--- src/core/vrc_regs.svh ---
// register offsets, field positions and reset values of the reference control
`ifndef VRC_REGS_SVH
`define VRC_REGS_SVH
`define VRC_BASE_ADDR 16'h9800
`define VRC_OFS_VALUE 4'h0
`define VRC_OFS_CLR 4'h4
`define VRC_OFS_SET 4'h8
`define VRC_OFS_INV 4'hC
`define VRC_BIT_ENABLE 15
`define VRC_BIT_PIN_OE 6
`define VRC_BIT_RANGE 5
`define VRC_BIT_SOURCE 4
`define VRC_LEVEL_MSB 3
`define VRC_IMPL_MASK 32'h0000807F
`define VRC_RESET_VALUE 32'h00000000
`define VRC_RESP_OKAY 2'h0
`define VRC_RESP_SLVERR 2'h2
`endif

--- src/core/vrc_pkg.sv ---
// types of the voltage reference control block
package vrc_pkg;
  typedef enum logic [1:0] {
    VRC_OP_WRITE,
    VRC_OP_CLEAR,
    VRC_OP_SET,
    VRC_OP_INVERT
  } vrc_op_t;
endpackage

--- src/core/vrc_alias_update.sv ---
// applies a plain, clear, set or invert alias write to the control word
`timescale 1ns/1ps
`default_nettype none
`include "vrc_regs.svh"
module vrc_alias_update (
  input wire vrc_pkg::vrc_op_t op,
  input wire logic [31:0] cur,
  input wire logic [31:0] wdata,
  input wire logic [3:0] wstrb,
  output logic [31:0] result
);
  logic [31:0] lane_mask;
  logic [31:0] wval;
  logic [31:0] raw;

  always_comb begin
    lane_mask = {{8{wstrb[3]}}, {8{wstrb[2]}}, {8{wstrb[1]}}, {8{wstrb[0]}}};
    wval = wdata & lane_mask;
    case (op)
      vrc_pkg::VRC_OP_WRITE: raw = (cur & ~lane_mask) | wval;
      vrc_pkg::VRC_OP_CLEAR: raw = cur & ~wval;
      vrc_pkg::VRC_OP_SET: raw = cur | wval;
      vrc_pkg::VRC_OP_INVERT: raw = cur ^ wval;
      default: raw = cur;
    endcase
    // unimplemented bits can never be stored
    result = raw & `VRC_IMPL_MASK;
  end
endmodule
`default_nettype wire

--- src/core/vrc_ctrl_top.sv ---
// voltage reference control register with an AXI4-Lite slave port
//
// Summary of operation
// - bit 15 enables ladder, others untouched only via clear, set, invert aliases
// - bit 6 connects level to pin
// - bit 5 selects high or low range
// - bit 4 selects external or supply source
// - bits 3..0 pick one of sixteen levels
// - high range adds quarter source offset
// - unimplemented bits read zero, ignore writes
// - reset clears whole register to zero
// - clear, set, invert aliases at 4, 8, C
//
// Implementation choice: the AXI4-Lite slave port.
`timescale 1ns/1ps
`default_nettype none
`include "vrc_regs.svh"
module vrc_ctrl_top (
  input wire logic sys_clk,
  input wire logic rstn,
  input wire logic [15:0] s_axi_awaddr,
  input wire logic [2:0] s_axi_awprot,
  input wire logic s_axi_awvalid,
  output logic s_axi_awready,
  input wire logic [31:0] s_axi_wdata,
  input wire logic [3:0] s_axi_wstrb,
  input wire logic s_axi_wvalid,
  output logic s_axi_wready,
  output logic [1:0] s_axi_bresp,
  output logic s_axi_bvalid,
  input wire logic s_axi_bready,
  input wire logic [15:0] s_axi_araddr,
  input wire logic [2:0] s_axi_arprot,
  input wire logic s_axi_arvalid,
  output logic s_axi_arready,
  output logic [31:0] s_axi_rdata,
  output logic [1:0] s_axi_rresp,
  output logic s_axi_rvalid,
  input wire logic s_axi_rready,
  output logic ref_enable,
  output logic ref_pin_output_enable,
  output logic ref_range_select,
  output logic ref_source_select,
  output logic [3:0] ref_level_select
);
  typedef struct packed {
    logic aw_held;
    logic [15:0] awaddr;
    logic w_held;
    logic [31:0] wdata;
    logic [3:0] wstrb;
    logic bvalid;
    logic [1:0] bresp;
    logic rvalid;
    logic [31:0] rdata;
    logic [1:0] rresp;
    logic [31:0] ctrl;
  } vrc_state_t;

  vrc_state_t state_ff;
  vrc_state_t nxt_state;
  vrc_pkg::vrc_op_t wr_op;
  logic wr_hit;
  logic rd_hit;
  logic [31:0] upd_value;

  // the slave holds one of each until the response leaves
  assign s_axi_awready = !state_ff.aw_held && !state_ff.bvalid;
  assign s_axi_wready = !state_ff.w_held && !state_ff.bvalid;
  assign s_axi_arready = !state_ff.rvalid;
  assign s_axi_bvalid = state_ff.bvalid;
  assign s_axi_bresp = state_ff.bresp;
  assign s_axi_rvalid = state_ff.rvalid;
  assign s_axi_rdata = state_ff.rdata;
  assign s_axi_rresp = state_ff.rresp;

  // all four aliases share the word base; low two bits ignored
  always_comb begin
    wr_hit = state_ff.awaddr[15:4] == 12'(`VRC_BASE_ADDR >> 4);
    rd_hit = s_axi_araddr[15:4] == 12'(`VRC_BASE_ADDR >> 4);
    case (state_ff.awaddr[3:2])
      2'h1: wr_op = vrc_pkg::VRC_OP_CLEAR;
      2'h2: wr_op = vrc_pkg::VRC_OP_SET;
      2'h3: wr_op = vrc_pkg::VRC_OP_INVERT;
      default: wr_op = vrc_pkg::VRC_OP_WRITE;
    endcase
  end

  vrc_alias_update u_alias (
    .op(wr_op),
    .cur(state_ff.ctrl),
    .wdata(state_ff.wdata),
    .wstrb(state_ff.wstrb),
    .result(upd_value)
  );

  always_comb begin
    nxt_state = state_ff;
    if (s_axi_awvalid && s_axi_awready) begin
      nxt_state.aw_held = 1'b1;
      nxt_state.awaddr = s_axi_awaddr;
    end
    if (s_axi_wvalid && s_axi_wready) begin
      nxt_state.w_held = 1'b1;
      nxt_state.wdata = s_axi_wdata;
      nxt_state.wstrb = s_axi_wstrb;
    end
    if (state_ff.aw_held && state_ff.w_held) begin
      nxt_state.aw_held = 1'b0;
      nxt_state.w_held = 1'b0;
      nxt_state.bvalid = 1'b1;
      if (wr_hit) begin
        // plain write replaces all strobed lanes; only clear, set, invert leave other bits alone
        nxt_state.ctrl = upd_value;
        nxt_state.bresp = `VRC_RESP_OKAY;
      end else begin
        nxt_state.bresp = `VRC_RESP_SLVERR;
      end
    end
    if (state_ff.bvalid && s_axi_bready) begin
      nxt_state.bvalid = 1'b0;
    end
    if (s_axi_arvalid && s_axi_arready) begin
      nxt_state.rvalid = 1'b1;
      if (rd_hit) begin
        // every alias reads back the control word
        nxt_state.rdata = state_ff.ctrl & `VRC_IMPL_MASK;
        nxt_state.rresp = `VRC_RESP_OKAY;
      end else begin
        nxt_state.rdata = 32'h00000000;
        nxt_state.rresp = `VRC_RESP_SLVERR;
      end
    end else if (state_ff.rvalid && s_axi_rready) begin
      nxt_state.rvalid = 1'b0;
    end
  end

  always_ff @(posedge sys_clk) begin
    if (!rstn) begin
      state_ff <= '0;
      state_ff.ctrl <= `VRC_RESET_VALUE;
    end else begin
      state_ff <= nxt_state;
    end
  end

  // no decode between flops and ladder: analog sees clean levels
  assign ref_enable = state_ff.ctrl[`VRC_BIT_ENABLE];
  assign ref_pin_output_enable = state_ff.ctrl[`VRC_BIT_PIN_OE];
  // range and level together set the tap; the ladder does the math
  assign ref_range_select = state_ff.ctrl[`VRC_BIT_RANGE];
  assign ref_source_select = state_ff.ctrl[`VRC_BIT_SOURCE];
  assign ref_level_select = state_ff.ctrl[`VRC_LEVEL_MSB:0];

  // protection bits carry no meaning for this register
  logic unused_prot;
  assign unused_prot = ^{s_axi_awprot, s_axi_arprot};
endmodule
`default_nettype wire

--- config.mk ---
export PLATFORM = sky130hd
export DESIGN_NAME = vrc_ctrl_top
export DESIGN_NICKNAME = d
export VERILOG_FILES = /design/src/core/vrc_pkg.sv /design/src/core/vrc_alias_update.sv /design/src/core/vrc_ctrl_top.sv
export VERILOG_INCLUDE_DIRS = /design/src /design/src/core
export SDC_FILE = /design/constraint.sdc
export NUM_CORES = 1
export LEC_CHECK = 0
export ABC_CLOCK_PERIOD_IN_PS = 4200
export BUFFER_PORTS_ARGS = -buffer_cell sky130_fd_sc_hd__buf_2
export CAP_MARGIN = 5
export CORE_MARGIN = 8
export CORE_UTILIZATION = 26
export CTS_BUF_LIST = sky130_fd_sc_hd__clkbuf_8
export CTS_CLUSTER_DIAMETER = 60
export CTS_CLUSTER_SIZE = 28
export DETAILED_ROUTE_END_ITERATION = 16
export SYNTH_ARGS = -nofsm -noshare
export SYNTH_HDL_FRONTEND = slang
export SYNTH_HIERARCHICAL = 1
export SYNTH_SLANG_ARGS = --single-unit
--- constraint.sdc ---
create_clock -name sys_clk -period 4.2 [get_ports sys_clk]
set_input_delay 0.42 -clock sys_clk [delete_from_list [all_inputs] [get_ports sys_clk]]
set_output_delay 0.42 -clock sys_clk [all_outputs]
set_load 0.05 [all_outputs]
======== Word level (Yosys, flattened, before mapping) ========
Cells that the tools add are included.
storage, ports and cells
  output and inout bits ................... 49
  bits in registers ....................... 82
  input port bits ......................... 81
  logic and storage cells ................. 51
operators by class
  mux-type cells .......................... 6
  equality and inequality tests ........... 8
  bitwise gates (word level) .............. 9
  reduce and logical (&&, ||, !) cells .... 17
operators by type and width
  cell                    count
  $pmux W16 S4            1
  $and A16 B16 Y16        3
  $not A16 Y16            2
  $or A16 B16 Y16         2
  $eq A12 B12 Y1 const B  2
  $mux W18                1
  $xor A16 B16 Y16        1
  $eq A2 B2 Y1 const B    4
  $logic_and A1 B1 Y1     8
  $pmux W2 S3             1
  $eq A2 B1 Y1 const B    2
  $logic_not A1 Y1        4
  $reduce_or A2 Y1        2
  $logic_not A2 Y1        1
  $mux W1                 2
  $mux W2                 1
  $reduce_and A2 Y1       1
  $reduce_bool A2 Y1      1
  $not A1 Y1              1

======== Logic depth before layout (Yosys ltp) ========
Gate-level depths: netlist of the first run.
  depth in word-level cells ............... 4
  depth in mapped cells ................... 8
  depth with buffers taken out ............ 7

======== Cells and area by module ========
Netlist of the first run, hierarchy kept.
by module, submodules not included
  module            area an instance (um2)  times used  seq. area each (um2)  cells each
  vrc_ctrl_top      3982.6                  1           1921.8                454
  vrc_alias_update  546.8                   1           0.0                   79

======== Worst setup path after synthesis of the first run ========
Ideal clock, no wire load.
  kind .................................... flip-flop to flip-flop
  from .................................... register state_ff, in the netlist s_axi_bvalid
  to ...................................... register state_ff[70] (netlist name)
  clock period less this slack ............ 1847 ps
  setup time .............................. 76 ps
  setup slack ............................. 2353 ps
  data required time ...................... 4124 ps
  arrival ................................. 1771 ps
  path buffers ............................ 3
  stages on the path, launching flop included .. 7
  cell sequence ........................... dfxtp_1 > clkbuf_1 > or3b_2 > clkbuf_1 > clkbuf_1 > nand2_1 > a21boi_0
on the way
  longest elaborated chain between the ends .. 3
RTL lines
  what                      line                 RTL
  start: declaration        vrc_ctrl_top.sv:60   vrc_state_t state_ff;
  start signal: assignment  vrc_ctrl_top.sv:143  state_ff <= nxt_state;
  $logic_not A1 Y1          vrc_ctrl_top.sv:69   assign s_axi_wready = !state_ff.w_held && !state_ff.bvalid;
  $logic_and A1 B1 Y1       vrc_ctrl_top.sv:69
  $logic_and A1 B1 Y1       vrc_ctrl_top.sv:103  if (s_axi_wvalid && s_axi_wready) begin
Every way passes these cells.
A chain may end at the register's enable or synchronous reset.

======== Worst setup path in the final report of the first run ========
  from .................................... register state_ff[118] (netlist name)
  to ...................................... register state_ff, in the netlist ref_range_select
on the way
  longest elaborated chain between the ends .. 2
RTL lines
  what                         line                RTL
  $eq A12 B12 Y1               vrc_ctrl_top.sv:79  wr_hit = state_ff.awaddr[15:4] == 12'(`VRC_BASE_ADDR >> 4);
  $reduce_and A2 Y1 (no line)  n/a
Every way passes these cells.

==> impl_metrics.env, run 1 <==
export IMPL_largest_register="state_ff"
export IMPL_place_congestion=0.726
export IMPL_fmax_mhz=522
export IMPL_core_rowCount=36
export IMPL_die_area_um2=13100
export IMPL_cts_repair_resized=0
export IMPL_p_leak_nw=1.14
export IMPL_first_iter_violations=91
export IMPL_critPathKind="register to register"
export IMPL_design_area_um2=2760
export IMPL_core_area_um2=9590
export IMPL_num_io_pins=130
export IMPL_post_dp_hpwl_mm=4.40
export IMPL_hold_slack_ps=360
export IMPL_wl_per_cell_um=11.9
export IMPL_cts_htree_levels=2
export IMPL_cts_root_buf="clkbuf_8"
export IMPL_outcome="finished clean"
export IMPL_clk_latency_ps=290
export IMPL_p_sw_mw=0.293
export IMPL_max_clock_path_buffers=2
export IMPL_ant_nets=0
export IMPL_fin_setup_tns_ps=0
export IMPL_grt_ovfl_total=0
export IMPL_power_density_nw_per_um2=354
export IMPL_irDropWorstVdd_mv=0.162
export IMPL_dpl_cell_area_um2=2650
export IMPL_clock_sinks=46
export IMPL_hp_class="input pin to register"
export IMPL_grtUsageTotal_pct=7.89
export IMPL_grt_max_degree=55
export IMPL_fin_nets=419
export IMPL_multiInputGateArea_um2=1230
export IMPL_cts_buffers=5
export IMPL_p_seq_share_pct=49.1
export IMPL_synthCells=306
export IMPL_antenna_found_initial=3
export IMPL_critPathRequiredTime_ps=4430
export IMPL_yosys_warnings=6
export IMPL_p_int_mw=0.683
export IMPL_die_w_um=115
export IMPL_skew_ps=7.75
export IMPL_fillers=1057
export IMPL_drv_slew=0
export IMPL_layout_drive_gt1_share_pct=23.9
export IMPL_postCtsHoldBufs=0
export IMPL_grt_use_met2_pct=12.9
export IMPL_drv_cap=0
export IMPL_setup_violations=0
export IMPL_rsz0062_at_grt="false"
export IMPL_arrival_ps=2140
export IMPL_post_layout_nonfiller_instances=464
export IMPL_period_needed_ps=1920
export IMPL_critPathMaxFanout=9
export IMPL_crit_slowest_cell="nor4_4"
export IMPL_critPathTopFamily="simple AND/OR/NAND/NOR gates"
export IMPL_grt_busiest_layer="met2"
export IMPL_grt_pass1_wl_mm=8.46
export IMPL_die_h_um=115
export IMPL_cp_buffers_inverters=0
export IMPL_slew_headroom_pct=46.0
export IMPL_drt_wl_total_mm=5.51
export IMPL_vias=1937
export IMPL_path_cells="or4bb_1 -> nor4_4 -> mux2i_1"
export IMPL_crit_path_end_kind="register"
export IMPL_met1_usage_pct=8.48
export IMPL_ff_latch_area_um2=921
export IMPL_dr_pass1_iters=4
export IMPL_placedCellCount=456
export IMPL_drc=0
export IMPL_path_clk_slew_ps=90
export IMPL_fin_crit_sh_pct=45.6
export IMPL_power_share_switching_pct=30.0
export IMPL_vias_per_cell=4.17
export IMPL_postCtsSetupRepairBufs=0
export IMPL_synth_avg_cell_area_um2=8.26
export IMPL_cpPeakStageDelay_ps=710
export IMPL_comb_power_share_pct=18.1
export IMPL_initial_core_util_pct=26.3
export IMPL_tightest_slew_ps=808
export IMPL_largest_reg_flops=26
export IMPL_clockPowerShare_pct=32.8
export IMPL_grt_pass1_vias=1782
export IMPL_hold_violations=0
export IMPL_portBuffers=65
export IMPL_tritoncts="done"
export IMPL_crit_path_start_kind="register"
export IMPL_grt_util_met3_pct=3.85
export IMPL_syn_cell_area_um2=2530
export IMPL_area_growth_pct=9.31
export IMPL_n_antenna_cell=0
## final cells by class
type                    instances  area share [%]
flip-flops and latches         46            33.3
multi-input cells             210            44.4
clock inverters                 3            1.50
inverters                       1           0.136
well taps                     133            6.03
clock buffers                   5            2.49
repair buffers                 66            12.1
## path summary, 6_finish.rpt
kind	depth (start not counted)	slack (ps)	to	startpoint
worst max-delay path	3	2280	ref_range_select	state_ff[118]
worst min-delay path	3	360	state_ff[112]	s_axi_awaddr[5]
worst max register to register	3	2280	ref_range_select	state_ff[118]
worst min register to register	2	460	state_ff[117]	state_ff[117]
## metrics by stage
stage	worst slack (ps)	total power, mW	util (%)
global placement	2310	0.664	27.6
detailed placement	2270	0.668	27.6
floorplan	2410	0.654	-
global route	2180	1.03	28.8
CTS	2250	0.991	28.8
finish	2280	0.977	28.8
## cell usage in the layout (no fill, tap or decap), types with 9 or more instances in the layout
master    instances
a21boi_0         21
a21oi_1           9
buf_2            65
conb_1           26
dfxtp_1          46
mux2i_1           9
nand2_1          83
o21ai_0           9
## worst reg2reg max path, delay by kind of cell (launching register included)
kind	cells	cell delay, ps
and+or+nand+nor	2	1260
DFF	1	340
muxes	1	260
## metal layers
layer  up-vias  part of all wire [%]
met5         -                  0.54
met4         6                   1.7
met1       859                    39
met3        11                    12
li1       1002                     -
met2        59                    47
## power by group through the flow
| stage | sequential (mW) | clock (mW) | combinational, mW |
|---|---|---|---|
| 3_5_place_dp | 0.489 | 0 | 0.179 |
| 5_1_grt | 0.483 | 0.351 | 0.194 |
| 6_report | 0.479 | 0.321 | 0.177 |
| 4_1_cts | 0.479 | 0.333 | 0.179 |
| 2_1_floorplan | 0.483 | 0 | 0.172 |
| 3_3_place_gp | 0.488 | 0 | 0.176 |
(Power assumes the default switching activity.)
==> inputs of run 2 (changes only) <==
--- a/config.mk
+++ b/config.mk
@@ -6,7 +6,7 @@
 export SDC_FILE = /design/constraint.sdc
 export NUM_CORES = 1
 export LEC_CHECK = 0
-export ABC_CLOCK_PERIOD_IN_PS = 4200
+export ABC_CLOCK_PERIOD_IN_PS = 1800
 export BUFFER_PORTS_ARGS = -buffer_cell sky130_fd_sc_hd__buf_2
 export CAP_MARGIN = 5
 export CORE_MARGIN = 8
==> constraint.sdc (replaced) <==
create_clock -name sys_clk -period 1.8 [get_ports sys_clk]
set_input_delay 0.18 -clock sys_clk [delete_from_list [all_inputs] [get_ports sys_clk]]
set_output_delay 0.18 -clock sys_clk [all_outputs]
set_load 0.05 [all_outputs]
==> run 2 against run 1 <==
Register-to-register slack worse by 2100 ps. Critical path depth up 1. Sequential share of layout area down 0.68 points. Critical path type unchanged. Largest power group unchanged.
==> impl_metrics.env, run 2 (synthesis results as in run 1) <==
export IMPL_outcome="finished clean"
export IMPL_fin_setup_tns_ps=0
export IMPL_cts_root_buf="clkbuf_8"
export IMPL_fin_crit_sh_pct=91.6
export IMPL_largest_reg_flops=26
export IMPL_rr_endpoint="ref_level_select[2]"
export IMPL_vias=1973
export IMPL_setup_violations=0
export IMPL_reg2reg_slack_ps=150
export IMPL_worst_slack_ps=151
export IMPL_irDropWorstVdd_mv=0.400
export IMPL_core_rowCount=36
export IMPL_power_density_nw_per_um2=819
export IMPL_hp_class="input pin to register"
export IMPL_die_h_um=115
export IMPL_path_clk_slew_ps=90
export IMPL_placedCellCount=462
export IMPL_largest_register="state_ff"
export IMPL_cts_buffers=5
export IMPL_reg2reg_depth=4
export IMPL_wl_per_cell_um=12.0
export IMPL_min_from="s_axi_awaddr[5]"
export IMPL_vias_per_cell=4.20
export IMPL_cts_htree_levels=2
export IMPL_critPathRequiredTime_ps=2030
export IMPL_arrival_ps=1880
export IMPL_grt_max_degree=54
export IMPL_postCtsSetupRepairBufs=0
export IMPL_portBuffers=65
export IMPL_ant_nets=0
export IMPL_post_dp_hpwl_mm=4.49
export IMPL_critPathMaxFanout=9
export IMPL_tightest_slew_ps=567
export IMPL_post_layout_nonfiller_instances=470
export IMPL_period_needed_ps=1650
export IMPL_hold_slack_ps=110
export IMPL_layout_drive_gt1_share_pct=25.2
export IMPL_skew_ps=8.10
export IMPL_area_growth_pct=11.6
export IMPL_critPathKind="register to register"
export IMPL_timing_rr_start="state_ff[116]"
export IMPL_grtUsageTotal_pct=8.39
export IMPL_n_antenna_cell=0
export IMPL_grt_ovfl_total=0
export IMPL_clock_sinks=46
export IMPL_crit_path_end_kind="register"
export IMPL_layout_common_cells="nand2_1, buf_2, dfxtp_1, conb_1, a21boi_0"
export IMPL_die_area_um2=13100
export IMPL_cts_repair_resized=0
export IMPL_fmax_mhz=606
export IMPL_drv_cap=0
export IMPL_grt_pass1_wl_mm=8.86
export IMPL_first_iter_violations=64
export IMPL_dr_pass1_iters=4
export IMPL_drc=0
export IMPL_hold_path_endpoint="state_ff[112]"
export IMPL_tritoncts="done"
export IMPL_postCtsHoldBufs=0
export IMPL_p_leak_nw=1.18
export IMPL_place_congestion=0.751
export IMPL_rsz0062_at_grt="false"
export IMPL_grt_pass1_vias=1868
export IMPL_crit_path_start_kind="register"
export IMPL_hold_violations=0
export IMPL_clk_latency_ps=300
export IMPL_slew_headroom_pct=62.1
export IMPL_fin_nets=425
export IMPL_core_area_um2=9590
export IMPL_design_area_um2=2820
export IMPL_initial_core_util_pct=26.3
export IMPL_antenna_found_initial=0
export IMPL_die_w_um=115
export IMPL_drt_wl_total_mm=5.63
export IMPL_drv_slew=0
export IMPL_dpl_cell_area_um2=2710
export IMPL_num_io_pins=130
export IMPL_max_clock_path_buffers=2
export IMPL_place_ws_ps=170
export IMPL_min_path_cells=3
export IMPL_layout_commonest_cell="nand2_1"
==> run 2: cell types whose count changed in the layout (fill, tap and decap cells not counted), sizes merged <==
| cell | previous run | this run |
|---|---|---|
| buf | 66 | 72 |
==> run 2: report_power, final <==
part	switching [mW]	leakage (nW)	total, mW	internal (mW)
combinational	0.310	0.746	0.440	0.130
sequential	0.0427	0.375	1.11	1.07
clock	0.351	0.0556	0.760	0.409
total	0.704	1.18	2.31	1.60
==> run 2: worst max path at each step <==
stage / startpoint / endpoint / slack, ps / cells past startpoint
2_1_floorplan: s_axi_bvalid / state_ff[111] / 40 / 6
3_3_place_gp: state_ff[118] / ref_range_select / 200 / 4
3_5_place_dp: state_ff[120] / ref_level_select[2] / 170 / 4
4_1_cts: state_ff[120] / ref_level_select[2] / 140 / 4
5_1_grt: state_ff[120] / ref_pin_output_enable / 40 / 4
6_report: state_ff[116] / ref_level_select[2] / 150 / 4
==> run 2: stage by stage <==
stage,utilization [%],power [mW]
2_1_floorplan,-,1.53
3_5_place_dp,28.2,1.58
4_1_cts,29.4,2.35
5_1_grt,29.4,2.43
6_report,29.4,2.31
3_3_place_gp,28.2,1.57
==> run 2: critical path, cell delays in order, from the launching register on <==
cell	delay, ps
dfxtp_1	320
or4bb_1	570
nor4_4	330
buf_12	180
mux2i_1	180
==> run 2: routing by layer <==
metal	wire length [µm]	GRT usage (%)
met5	0	0
met4	88	3.99
met3	505	2.90
met2	2620	13.8
met1	2420	9.53
==> run 2: cell type report <==
cell class	count	area, µm²
clock buffer	5	68.8
clock inverter	3	41.3
fill	1051	6780
inverter	1	3.75
multi-input combinational	210	1230
sequential	46	921
tap	133	166
timing repair buffer	72	390
